## src/hw/chop_seq_pkg.sv

```systemverilog
/*
  Constants for the chopped-photometry sample sequencer: timing, widths, encodings.
  Assumes a 200 MHz clock; the mirror and detector electronics take one-cycle command pulses.
*/
// Summary of operation
// - Move command issued at half-cycle start, without waiting for the previous burst's last sample; time zero.
// - Mirror sampling start command follows the move command immediately; fixed device delay.
// - After the settle delay from the move, request the detector sample burst.
// - Nominal four samples per mirror position, eight per mirror cycle.
// - The burst's last sample may overlap the next move command.
// - Demodulation splits the cycle into two equal, phase-synchronous halves.
// - Result is sum of samples 2..4 minus sum of samples 6..8.
// - Example timing: 95.0 ms settle, samples 53.85 ms apart.
// - First sample of each half is excluded but reported for monitoring.
// - Five samples per half-cycle are allowed when telemetry permits.
package chop_seq_pkg;
  localparam int unsigned CLK_HZ = 200000000;
  localparam int unsigned SETTLE_MS = 95;
  localparam int unsigned SETTLE_CYC = SETTLE_MS * (CLK_HZ / 1000);
  localparam int unsigned BIAS_HZ = 130;
  localparam int unsigned BIAS_CYC = CLK_HZ / BIAS_HZ;
  localparam int unsigned BIAS_DIV = 7;
  localparam int unsigned SAMP_PER_POS = 4;
  localparam int unsigned SAMP_MAX = 5;
  localparam int unsigned DATA_W = 16;
  localparam int unsigned SUM_W = 20;
  localparam int unsigned FIFO_DEPTH = 16;
  localparam int unsigned OUT_W = SUM_W + 2;
  localparam logic [1:0] TAG_MONITOR = 2'h1;
  localparam logic [1:0] TAG_DEMOD = 2'h2;
endpackage : chop_seq_pkg

```

## src/hw/chop_fifo.sv

```systemverilog
/*
  Synchronous FIFO with valid/ready on both sides.
  Assumes one clock and a synchronous active-low reset.
*/
`timescale 1ns/100ps
`default_nettype none
module chop_fifo #(
  parameter int unsigned WIDTH = 16,
  parameter int unsigned DEPTH = 16
) (
  // Clock and reset
  input wire logic clk,
  input wire logic resetn,
  // Fill side
  input wire logic in_valid,
  output logic in_ready,
  input wire logic [WIDTH-1:0] in_data,
  // Drain side
  output logic out_valid,
  input wire logic out_ready,
  output logic [WIDTH-1:0] out_data
);
  localparam int unsigned AW = $clog2(DEPTH);
  logic [WIDTH-1:0] mem_q [DEPTH];
  logic [AW-1:0] wr_q;
  logic [AW-1:0] rd_q;
  logic [AW:0] cnt_q;
  logic push;
  logic pop;

  // Full is judged on the extra count bit, so all DEPTH entries are usable
  assign in_ready = cnt_q < (AW+1)'(DEPTH);
  assign out_valid = cnt_q != '0;
  assign out_data = mem_q[rd_q];
  assign push = in_valid && in_ready;
  assign pop = out_valid && out_ready;

  always_ff @(posedge clk) begin
    if (push) begin
      mem_q[wr_q] <= in_data;
    end
  end

  always_ff @(posedge clk) begin
    if (!resetn) begin
      wr_q <= '0;
      rd_q <= '0;
      cnt_q <= '0;
    end else begin
      if (push) begin
        wr_q <= wr_q + 1'b1;
      end
      if (pop) begin
        rd_q <= rd_q + 1'b1;
      end
      if (push && !pop) begin
        cnt_q <= cnt_q + 1'b1;
      end else if (pop && !push) begin
        cnt_q <= cnt_q - 1'b1;
      end
    end
  end
endmodule : chop_fifo
`default_nettype wire

```

## src/hw/chop_sequencer.sv

```systemverilog
/*
  Host-side sequencer for chopped photometry: commands mirror moves and mirror sampling,
  requests detector sample bursts and forms the demodulated difference of two half sums.
  Assumes the detector electronics return one sample strobe per request, possibly up to one
  bias period late, and that the user drains results through the output FIFO.
*/
`timescale 1ns/100ps
`default_nettype none
module chop_sequencer #(
  parameter int unsigned SETTLE_CYCLES = chop_seq_pkg::SETTLE_CYC,
  parameter int unsigned BIAS_CYCLES = chop_seq_pkg::BIAS_CYC
) (
  // Clock and reset
  input wire logic clk,
  input wire logic resetn,
  // User control
  input wire logic chop_start,
  input wire logic [2:0] samp_per_pos,
  input wire logic [3:0] bias_div,
  input wire logic [31:0] settle_cycles,
  input wire logic use_param_settle,
  output logic busy,
  // Mirror electronics
  output logic beam_steering_mirror_move,
  output logic beam_steering_mirror_sample_start,
  // Detector electronics
  output logic detector_control_unit_sample_req,
  input wire logic detector_control_unit_sample_valid,
  input wire logic [chop_seq_pkg::DATA_W-1:0] detector_control_unit_sample_data,
  // Result stream: tag, payload
  output logic res_valid,
  input wire logic res_ready,
  output logic [1:0] res_tag,
  output logic [chop_seq_pkg::OUT_W-1:0] res_data,
  output logic overflow
);
  typedef enum logic [1:0] {
    ST_IDLE = 2'b00,
    ST_SETTLE = 2'b01,
    ST_BURST = 2'b10
  } state_t;

  localparam int unsigned FW = 2 + chop_seq_pkg::OUT_W;
  localparam int unsigned SUM_W = chop_seq_pkg::SUM_W;

  state_t state_q;
  logic [31:0] tmr_q;
  logic [31:0] half_q;
  logic [31:0] settle_eff;
  logic [31:0] samp_period;
  logic [2:0] n_q;
  logic [3:0] div_q;
  logic [2:0] req_idx_q;
  logic [2:0] got_idx_q;
  logic half_sel_q;
  logic got_half_q;
  logic [SUM_W-1:0] sum_pos_q;
  logic [SUM_W-1:0] sum_neg_q;
  logic move_q;
  logic sstart_q;
  logic req_q;
  logic busy_q;
  logic ovf_q;
  logic f_valid;
  logic f_ready;
  logic [FW-1:0] f_data;
  logic [FW-1:0] o_data;
  logic o_valid;
  logic [FW-1:0] res_q;
  logic res_v_q;
  logic half_end;
  logic [2:0] n_clip;

  // Out-of-range counts fall back to the nominal four per position
  assign n_clip = (samp_per_pos >= 3'h2 && samp_per_pos <= 3'(chop_seq_pkg::SAMP_MAX))
                  ? samp_per_pos : 3'(chop_seq_pkg::SAMP_PER_POS);
  assign settle_eff = use_param_settle ? settle_cycles : SETTLE_CYCLES;
  assign samp_period = BIAS_CYCLES * 32'(div_q);
  // A half-cycle lasts the settle delay plus n sample periods
  assign half_end = (tmr_q + 32'h1 >= half_q);

  // Chop timebase and state
  always_ff @(posedge clk) begin
    if (!resetn) begin
      state_q <= ST_IDLE;
      tmr_q <= '0;
      half_q <= '0;
      n_q <= 3'(chop_seq_pkg::SAMP_PER_POS);
      div_q <= 4'(chop_seq_pkg::BIAS_DIV);
      req_idx_q <= '0;
      half_sel_q <= 1'b0;
    end else begin
      unique case (state_q)
        ST_IDLE: begin
          if (chop_start) begin
            n_q <= n_clip;
            div_q <= (bias_div == 4'h0) ? 4'h1 : bias_div;
            state_q <= ST_SETTLE;
            tmr_q <= '0;
            req_idx_q <= '0;
            half_sel_q <= 1'b0;
            half_q <= settle_eff + BIAS_CYCLES * 32'(bias_div == 4'h0 ? 4'h1 : bias_div)
                      * 32'(n_clip);
          end
        end
        ST_SETTLE: begin
          tmr_q <= tmr_q + 32'h1;
          if (tmr_q + 32'h1 >= settle_eff) begin
            state_q <= ST_BURST;
            tmr_q <= '0;
          end
        end
        ST_BURST: begin
          tmr_q <= tmr_q + 32'h1;
          if (tmr_q + 32'h1 >= samp_period) begin
            tmr_q <= '0;
            if (req_idx_q + 3'h1 >= n_q) begin
              // Last request out; next move need not wait for its sample
              req_idx_q <= '0;
              half_sel_q <= ~half_sel_q;
              state_q <= (half_sel_q && !chop_start) ? ST_IDLE : ST_SETTLE;
            end else begin
              req_idx_q <= req_idx_q + 3'h1;
            end
          end
        end
        default: state_q <= ST_IDLE;
      endcase
    end
  end

  // Command pulses: move at time zero, mirror sampling start right after
  always_ff @(posedge clk) begin
    if (!resetn) begin
      move_q <= 1'b0;
      sstart_q <= 1'b0;
      req_q <= 1'b0;
      busy_q <= 1'b0;
    end else begin
      move_q <= (state_q == ST_IDLE && chop_start)
             || (state_q == ST_BURST && tmr_q + 32'h1 >= samp_period
                 && req_idx_q + 3'h1 >= n_q && !(half_sel_q && !chop_start));
      sstart_q <= move_q;
      req_q <= (state_q == ST_SETTLE && tmr_q + 32'h1 >= settle_eff)
            || (state_q == ST_BURST && tmr_q + 32'h1 >= samp_period
                && req_idx_q + 3'h1 < n_q);
      busy_q <= state_q != ST_IDLE;
    end
  end

  // Sample intake: samples pair by arrival order, so a last sample that comes after the
  // next move still lands in its own half; the index restarts with each half
  always_ff @(posedge clk) begin
    if (!resetn) begin
      got_idx_q <= '0;
      got_half_q <= 1'b0;
      sum_pos_q <= '0;
      sum_neg_q <= '0;
    end else if (detector_control_unit_sample_valid) begin
      got_idx_q <= (got_idx_q + 3'h1 >= n_q) ? 3'h0 : got_idx_q + 3'h1;
      if (got_idx_q + 3'h1 >= n_q) begin
        got_half_q <= ~got_half_q;
      end
      if (got_idx_q == 3'h0 && !got_half_q) begin
        // A new full cycle starts its sums afresh
        sum_pos_q <= '0;
        sum_neg_q <= '0;
      end else if (got_idx_q != 3'h0) begin
        // Rise and fall samples are left out of the sums
        if (!got_half_q) begin
          sum_pos_q <= sum_pos_q + SUM_W'(detector_control_unit_sample_data);
        end else begin
          sum_neg_q <= sum_neg_q + SUM_W'(detector_control_unit_sample_data);
        end
      end
    end
  end

  // Records into the FIFO: first sample as monitor, full-cycle difference as result
  always_comb begin
    f_valid = 1'b0;
    f_data = '0;
    if (detector_control_unit_sample_valid && got_idx_q == 3'h0) begin
      f_valid = 1'b1;
      f_data = {chop_seq_pkg::TAG_MONITOR,
                chop_seq_pkg::OUT_W'(detector_control_unit_sample_data)};
    end else if (detector_control_unit_sample_valid && got_idx_q + 3'h1 >= n_q
                 && got_half_q) begin
      f_valid = 1'b1;
      f_data = {chop_seq_pkg::TAG_DEMOD,
                chop_seq_pkg::OUT_W'(sum_pos_q)
                - chop_seq_pkg::OUT_W'(sum_neg_q + SUM_W'(detector_control_unit_sample_data))};
    end
  end

  // Loss when the user stalls the drain long enough to fill the FIFO
  always_ff @(posedge clk) begin
    if (!resetn) begin
      ovf_q <= 1'b0;
    end else if (f_valid && !f_ready) begin
      ovf_q <= 1'b1;
    end
  end

  chop_fifo #(
    .WIDTH(FW),
    .DEPTH(chop_seq_pkg::FIFO_DEPTH)
  ) u_fifo (
    .clk(clk),
    .resetn(resetn),
    .in_valid(f_valid),
    .in_ready(f_ready),
    .in_data(f_data),
    .out_valid(o_valid),
    .out_ready(!res_v_q || res_ready),
    .out_data(o_data)
  );

  // Registered output stage
  always_ff @(posedge clk) begin
    if (!resetn) begin
      res_v_q <= 1'b0;
      res_q <= '0;
    end else if (!res_v_q || res_ready) begin
      res_v_q <= o_valid;
      res_q <= o_data;
    end
  end

  assign beam_steering_mirror_move = move_q;
  assign beam_steering_mirror_sample_start = sstart_q;
  assign detector_control_unit_sample_req = req_q;
  assign busy = busy_q;
  assign res_valid = res_v_q;
  assign res_tag = res_q[FW-1 -: 2];
  assign res_data = res_q[chop_seq_pkg::OUT_W-1:0];
  assign overflow = ovf_q;
endmodule : chop_sequencer
`default_nettype wire

```

## config.mk

```make
export PLATFORM = sky130hd
export DESIGN_NAME = chop_sequencer
export DESIGN_NICKNAME = d
export VERILOG_FILES = /design/src/hw/chop_seq_pkg.sv /design/src/hw/chop_fifo.sv /design/src/hw/chop_sequencer.sv
export SDC_FILE = /design/constraint.sdc
export NUM_CORES = 1
export LEC_CHECK = 0
export BUFFER_PORTS_ARGS = -buffer_cell sky130_fd_sc_hd__buf_4
export CORE_ASPECT_RATIO = 0.6
export CORE_MARGIN = 2
export CORE_UTILIZATION = 44
export DETAILED_ROUTE_END_ITERATION = 7
export PLACE_DENSITY = 0.72
export SKIP_LAST_GASP = 1
export SLEW_MARGIN = 20
export SYNTH_ARGS = -nofsm -noshare
export SYNTH_HDL_FRONTEND = slang
export SYNTH_SLANG_ARGS = --single-unit
export TNS_END_PERCENT = 5
```

## constraint.sdc

```tcl
create_clock -name clk -period 6.8 [get_ports clk]
set_input_delay 0.34 -clock clk [delete_from_list [all_inputs] [get_ports clk]]
set_output_delay 0.34 -clock clk [all_outputs]
set_load 0.05 [all_outputs]
```

After elaboration in Yosys (flattened, before gate mapping)
Memories as Yosys holds them, arrays and structs flattened. A register that Yosys moved wholly into a read port is not among the register bits.
Cells that the tools add are included.
{ "op_classes": {"add_sub_neg": 11, "multipliers": 1, "order_cmp": 8, "n_eq_ne": 7, "mux": 36, "n_bitwise": 2, "n_reduce_logical": 47} }
{ "ops": {"columns": ["operator", "n"], "rows": [
  ["32-bit two-way mux", 4],
  ["20-bit two-way mux", 6],
  ["32-bit case mux with 3 select lines", 1],
  ["24-bit two-way mux", 2],
  ["20-bit by 16-bit adder with 20-bit output", 2],
  ["32-bit by 1-bit adder with 32-bit output, second input constant", 1],
  ["32-bit by 25-bit >= comparator with 1-bit output", 1],
  ["32-bit >= comparator", 1],
  ["21-bit by 4-bit multiplier with 25-bit output, first input constant", 1],
  ["20-bit by 21-bit subtractor with 22-bit output", 1],
  ["20-bit by 16-bit adder with 21-bit output", 1],
  ["1-bit logical AND", 17],
  ["3-bit two-way mux", 5],
  ["5-bit two-way mux", 2],
  ["2-bit nonzero test", 5],
  ["3-bit AND reduction", 3],
  ["4-bit by 1-bit adder with 4-bit output, second input constant", 2],
  ["1-bit logical NOT", 8],
  ["1-bit two-way mux", 8],
  ["2-bit two-way mux", 4],
  ["2-bit inequality test, second input constant", 4],
  ["4-bit AND reduction", 2],
  ["3-bit by 1-bit adder with 3-bit output, second input constant", 2],
  ["3-bit >= comparator", 2],
  ["other kinds (21)", 27]
]} }
{ "word_totals": {"reg_bits": 108, "ram_bits": 384, "in_bits": 61, "out_inout_bits": 30, "word_cells": 132, "n_memories": 1} }
{ "mem_list": {"columns": ["memory", "words", "width", "read_ports", "rd_ports_with_merged_regs", "wr", "line_no", "source"], "rows": [
  ["u_fifo.mem_q", 16, 24, 1, 1, 1, "chop_fifo.sv:24", "logic [WIDTH-1:0] mem_q [DEPTH];"]
]} }

Logic depth before layout (Yosys ltp)
{ "logic_depth": {"word_depth": 11, "mapped_depth": 26, "mapped_depth_nobuf": 24} }

Hierarchy
A second synthesis with hierarchy kept.
{ "unflattened": {"hier_cells": 2169, "hier_area_um2": 26740.6} }
{ "modules_own_cells": {"columns": ["mod", "n_inst", "cells_per_inst", "area_each_um2", "seq_area_each_um2"], "rows": [
  ["chop_fifo", 1, 696, 15275.9, 11871.4],
  ["chop_sequencer", 1, 1473, 11464.7, 2382.3]
]} }

Least setup slack after synthesis
Ideal clock, no wire load.
{ "synth_path": {"kind": "register to register", "start": "reg div_q[2]", "end": "reg tmr_q[31]", "setup_time_ps": 70, "arrival_time_ps": 5136, "required_ps": 6730, "setup_slack_ps": 1594, "stages_incl_launch_ff": 24, "n_path_buf": 2, "period_less_slack_ps": 5206, "path_cell_list": "dfxtp_1 > fa_1 > ha_1 > ha_1 > clkbuf_1 > a21o_1 > a41oi_1 > a21oi_1 > a41oi_1 > a211oi_1 > a41o_1 > o41ai_1 > xor2_1 > ha_1 > a21oi_1 > o21ai_0 > a221oi_1 > o21ai_1 > nor4_4 > nand3_2 > a21oi_4 > buf_6 > nand3_1 > a21oi_1"} }
{ "synth_between": {"elab_chain_cells": 4} }
{ "synth_lines": {"columns": ["element", "line_no", "source"], "rows": [
  ["from (decl)", "chop_sequencer.sv:52", "logic [3:0] div_q;"],
  ["from (signal assigned)", "chop_sequencer.sv:89", "div_q <= 4'(chop_seq_pkg::BIAS_DIV);"],
  ["from (signal assigned)", "chop_sequencer.sv:97", "div_q <= (bias_div == 4'h0) ? 4'h1 : bias_div;"],
  ["21-bit by 4-bit multiplier with 25-bit output", "chop_sequencer.sv:78", "assign samp_period = BIAS_CYCLES * 32'(div_q);"],
  ["32-bit by 25-bit >= comparator with 1-bit output", "chop_sequencer.sv:115", "if (tmr_q + 32'h1 >= samp_period) begin"],
  ["32-bit two-way mux", "chop_sequencer.sv:115", null],
  ["32-bit case mux with 3 select lines", "chop_sequencer.sv:93", "unique case (state_q)"],
  ["to (signal assigned)", "chop_sequencer.sv:107", "tmr_q <= tmr_q + 32'h1;"],
  ["to (signal assigned)", "chop_sequencer.sv:114", "tmr_q <= tmr_q + 32'h1;"],
  ["to (decl)", "chop_sequencer.sv:47", "logic [31:0] tmr_q;"]
]} }
Every way passes these cells.
A chain may end at the register's enable or synchronous reset.

Worst setup path in the final report
{ "layout_path": {"start": "reg div_q[3]", "end": "reg tmr_q[1]"} }
Same word-level chain as after synthesis.

==> impl_metrics.env <==
export IMPL_startpoint_type="flop"
export IMPL_min_delay_path_class="primary input to flop"
export IMPL_synth_yosys_seq_area_share=0.535
export IMPL_cts_htree_levels=2
export IMPL_min_to="n_q[0]$_SDFFE_PN0P_"
export IMPL_grt_pass1_wl_um=102000
export IMPL_slew_headroom=0.290
export IMPL_global_routing_met2_resource_utilization=0.321
export IMPL_yosys_warnings=0
export IMPL_synth_largest_area_cell="sky130_fd_sc_hd__edfxtp_1"
export IMPL_cts_root_buf="sky130_fd_sc_hd__clkbuf_16"
export IMPL_cts_buffer_depth=3
export IMPL_tritoncts="built"
export IMPL_fin_util=0.501
export IMPL_count_of_flip_flops_with_a_built_in_enable_after_synthesis=384
export IMPL_n_antenna_cell=0
export IMPL_wirelength_um=67100
export IMPL_worstSetupPathType="flop to flop"
export IMPL_rr_worst_depth=22
export IMPL_critical_path_max_fanout=33
export IMPL_wl_per_cell_um=22.4
export IMPL_worst_ep_required_time_ps=7280
export IMPL_grt_ovfl_total=0
export IMPL_io_buffer_count=90
export IMPL_worst_skew_pair_late_latency_ps=590
export IMPL_ys_async_sr_fraction=0
export IMPL_finalCriticalPeriod_ps=6380
export IMPL_detailedRoute_firstIterationViolations=1693
export IMPL_dr_pass1_iters=6
export IMPL_worst_path_max_delay_cell="sky130_fd_sc_hd__fa_1"
export IMPL_regToRegEndpoint="tmr_q[1]$_SDFFE_PN0P_"
export IMPL_timing_critical_path_to_type="flop"
export IMPL_clock_sink_count=516
export IMPL_initial_core_util=0.446
export IMPL_ys_types=71
export IMPL_antenna_violating_nets_post_route=0
export IMPL_die_area_um2=62300
export IMPL_grt_util_met3=0.0438
export IMPL_synth_net_count=2353
export IMPL_critical_path_max_stage_delay_ps=550
export IMPL_synth_area_per_cell_um2=12.8
export IMPL_fin_crit_share=0.938
export IMPL_dpl_instance_area_um2=28200
export IMPL_finalMaxSlewViolations=0
export IMPL_pwr_share_seq=0.402
export IMPL_grt_start_max_net_pins=73
export IMPL_final_setup_tns_ps=0
export IMPL_cellPowerDensity_nw_per_um2=312
export IMPL_worst_clk_skew_ps=24.3
export IMPL_synthesis_instances=2078
export IMPL_hp_start="samp_per_pos[0]"
export IMPL_most_numerous_cell_in_the_yosys_netlist="sky130_fd_sc_hd__edfxtp_1"
export IMPL_globalplace_congestion=0.915
export IMPL_power_leakage_nw=10.8
export IMPL_clkSlewWorstSetupHoldPaths_ps=70
export IMPL_synth_top_cells_by_area="sky130_fd_sc_hd__edfxtp_1 44%, sky130_fd_sc_hd__mux4_2 10%, sky130_fd_sc_hd__dfxtp_1 10%, sky130_fd_sc_hd__ha_1 8.9%, sky130_fd_sc_hd__nand2_1 2.6%"
export IMPL_detailed_placement_wirelength_estimate_um=44700
export IMPL_post_synth_most_frequent_cells="384 x sky130_fd_sc_hd__edfxtp_1, 188 x sky130_fd_sc_hd__ha_1, 186 x sky130_fd_sc_hd__nand2_1"
export IMPL_max_freq_mhz=157
export IMPL_worst_ep_arrival_time_ps=6860
export IMPL_flip_flop_and_latch_count_after_synthesis=516
export IMPL_critical_path_cell_chain="fa_1, ha_1, ha_1, a21o_1, a41oi_1, a21oi_1, a41oi_1, a211oi_1, a41o_1, o41ai_1, xor2_1, ha_1, a21oi_1, o21ai_0, a221oi_1, o21ai_1, nor4_4, nand3_2, a21oi_4, buf_4, nand3_1, a21oi_1"
export IMPL_finalHoldViolCount=0
export IMPL_worstHoldPathCells=3
export IMPL_primary_flip_flop_cell_chosen_by_synthesis_mapping="sky130_fd_sc_hd__edfxtp_1"
export IMPL_overall_via_count_from_detail_route=17600
export IMPL_grt_setup_unrepaired="false"
export IMPL_io_pins=91
export IMPL_post_cts_resized=0
export IMPL_final_cell_area_um2=29800
export IMPL_synth_top_area_frac=0.435
export IMPL_power_switching_fraction=0.329
export IMPL_timing_rr_start="div_q[3]$_SDFFE_PN0P_"
export IMPL_mappedNetlistArea_um2=26500
export IMPL_maxCapViolCount=0
export IMPL_share_clk_of_total_power=0.288
export IMPL_std_cell_rows=69
export IMPL_first_global_vias=17300
export IMPL_grt_busiest_layer="met2"
export IMPL_p_int_mw=6.23
export IMPL_worst_slew_pin_transition_ps=1060
export IMPL_cts_hold_buf=0
export IMPL_reg2reg_setup_slack_ps=420
export IMPL_num_nets_final=2449
export IMPL_global_route_met1_usage=0.321
export IMPL_power_frac_comb=0.310
export IMPL_route_detailed_drc=0
export IMPL_setup_violations=0
export IMPL_cts_inserted_buffers=48
export IMPL_areaGrowthSynthToFinish_pct=12.3
export IMPL_die_w_um=321
export IMPL_dieHeight_um=194
export IMPL_ir_worst_vdd_v=0.000231
export IMPL_gr_usage_all_layers=0.212
export IMPL_core_area_um2=59400
export IMPL_p_sw_mw=3.06
export IMPL_vias_per_cell=5.88
export IMPL_post_cts_buffers=0
export IMPL_final_layout_size_suffix_gt1_frac=0.169
export IMPL_initial_antenna_violation_count=3
export IMPL_run_status="complete, no violations"
## metal layers
metal	routed length (um)	share of wire
met2	29800	0.44
met4	820	0.012
met3	5850	0.087
met5	8	0.00012
met1	30600	0.46
## layout make-up
class | count | area [um2]
repair buffers | 135 | 1010
fillers | 5093 | 29600
inverters | 98 | 370
clock inverters | 23 | 214
flip-flops and latches | 516 | 14200
clock buffers | 67 | 1330
multi-input cells | 1375 | 11700
well taps | 781 | 977
## layout by cell type, fill, tap and decap left out, types with 12 or more instances in the layout
cell,instances
sky130_fd_sc_hd__xnor2_1,67
sky130_fd_sc_hd__nor4_1,15
sky130_fd_sc_hd__o21ai_1,38
sky130_fd_sc_hd__a21o_1,34
sky130_fd_sc_hd__a31oi_1,15
sky130_fd_sc_hd__ha_1,188
sky130_fd_sc_hd__nand4_1,19
sky130_fd_sc_hd__clkbuf_1,12
sky130_fd_sc_hd__nor3_1,23
sky130_fd_sc_hd__nor2_2,14
sky130_fd_sc_hd__fa_1,26
sky130_fd_sc_hd__nor2b_1,24
sky130_fd_sc_hd__mux4_2,120
sky130_fd_sc_hd__edfxtp_1,384
sky130_fd_sc_hd__o21bai_1,16
sky130_fd_sc_hd__nand2_1,186
sky130_fd_sc_hd__a21oi_1,128
sky130_fd_sc_hd__nand2b_1,18
sky130_fd_sc_hd__inv_1,96
sky130_fd_sc_hd__clkbuf_16,48
sky130_fd_sc_hd__dfxtp_1,129
sky130_fd_sc_hd__nand3_1,54
sky130_fd_sc_hd__xor2_1,43
sky130_fd_sc_hd__a22oi_1,18
sky130_fd_sc_hd__o21ai_0,42
sky130_fd_sc_hd__buf_4,135
sky130_fd_sc_hd__nor2_1,123
## flip-flops by register name (all words and copies together) (netlist names), 2 cells and up
signal / flops
state_q: 2
sum_pos_q: 20
u_fifo.rd_q: 4
sum_neg_q: 20
n_q: 3
res_q: 24
tmr_q: 32
div_q: 4
u_fifo.cnt_q: 5
req_idx_q: 3
got_idx_q: 3
u_fifo.mem_q: 384
u_fifo.wr_q: 4
## metrics by stage
step / setup slack [ps] / std cells / power (mW) / hold slack, ps
after floorplan: 1590 / 2078 / 5.82 / 444
after global placement: 805 / 2905 / 6.56 / 446
after detailed placement: 570 / 2905 / 6.63 / 447
after CTS: 528 / 2995 / 9.31 / 20.2
after global routing: 39.2 / 2995 / 9.71 / 29.8
final: 423 / 2995 / 9.29 / 38.3
## power by group through the flow
stage,sequential [mW],clock (mW),combinational (mW)
floorplan,3.85,0,1.97
CTS,3.74,2.72,2.85
detailed placement,3.80,0,2.82
global route,3.76,2.84,3.11
global placement,3.80,0,2.76
finish,3.73,2.68,2.88
## worst max path at each step
stage                           from                     end  slack (ps)  cells past startpoint
3_5_place_dp   div_q[2]$_SDFFE_PN1P_  tmr_q[31]$_SDFFE_PN0P_         570                     22
6_report       div_q[3]$_SDFFE_PN0P_   tmr_q[1]$_SDFFE_PN0P_         420                     22
4_1_cts        div_q[2]$_SDFFE_PN1P_  tmr_q[31]$_SDFFE_PN0P_         530                     22
5_1_grt        div_q[3]$_SDFFE_PN0P_   tmr_q[1]$_SDFFE_PN0P_          40                     22
2_1_floorplan  div_q[2]$_SDFFE_PN1P_  tmr_q[31]$_SDFFE_PN0P_        1590                     23
3_3_place_gp   div_q[2]$_SDFFE_PN1P_  tmr_q[26]$_SDFFE_PN0P_         800                     22
## kinds of logic (layout without fill, tap and decap cells)
family | count (synthesis) | in the layout | share of synthesized area
simple gates | 541 | 541 | 0.0968
compound gates | 382 | 382 | 0.0911
xor+xnor | 110 | 110 | 0.0364
buf+inv | 187 | 323 | 0.0275
mux | 128 | 128 | 0.105
flops | 516 | 516 | 0.535
fa+ha+maj | 214 | 214 | 0.108
## worst max-delay path, delay by kind of cell, from the launching register on
kind / cells / cell delay [ps]
compound gates: 13 / 3000
flops: 1 / 510
buf+inv: 1 / 350
xor+xnor: 1 / 210
simple gates: 3 / 650
fa+ha+maj: 4 / 1560
No activity file was read; power rests on OpenSTA's default activity.
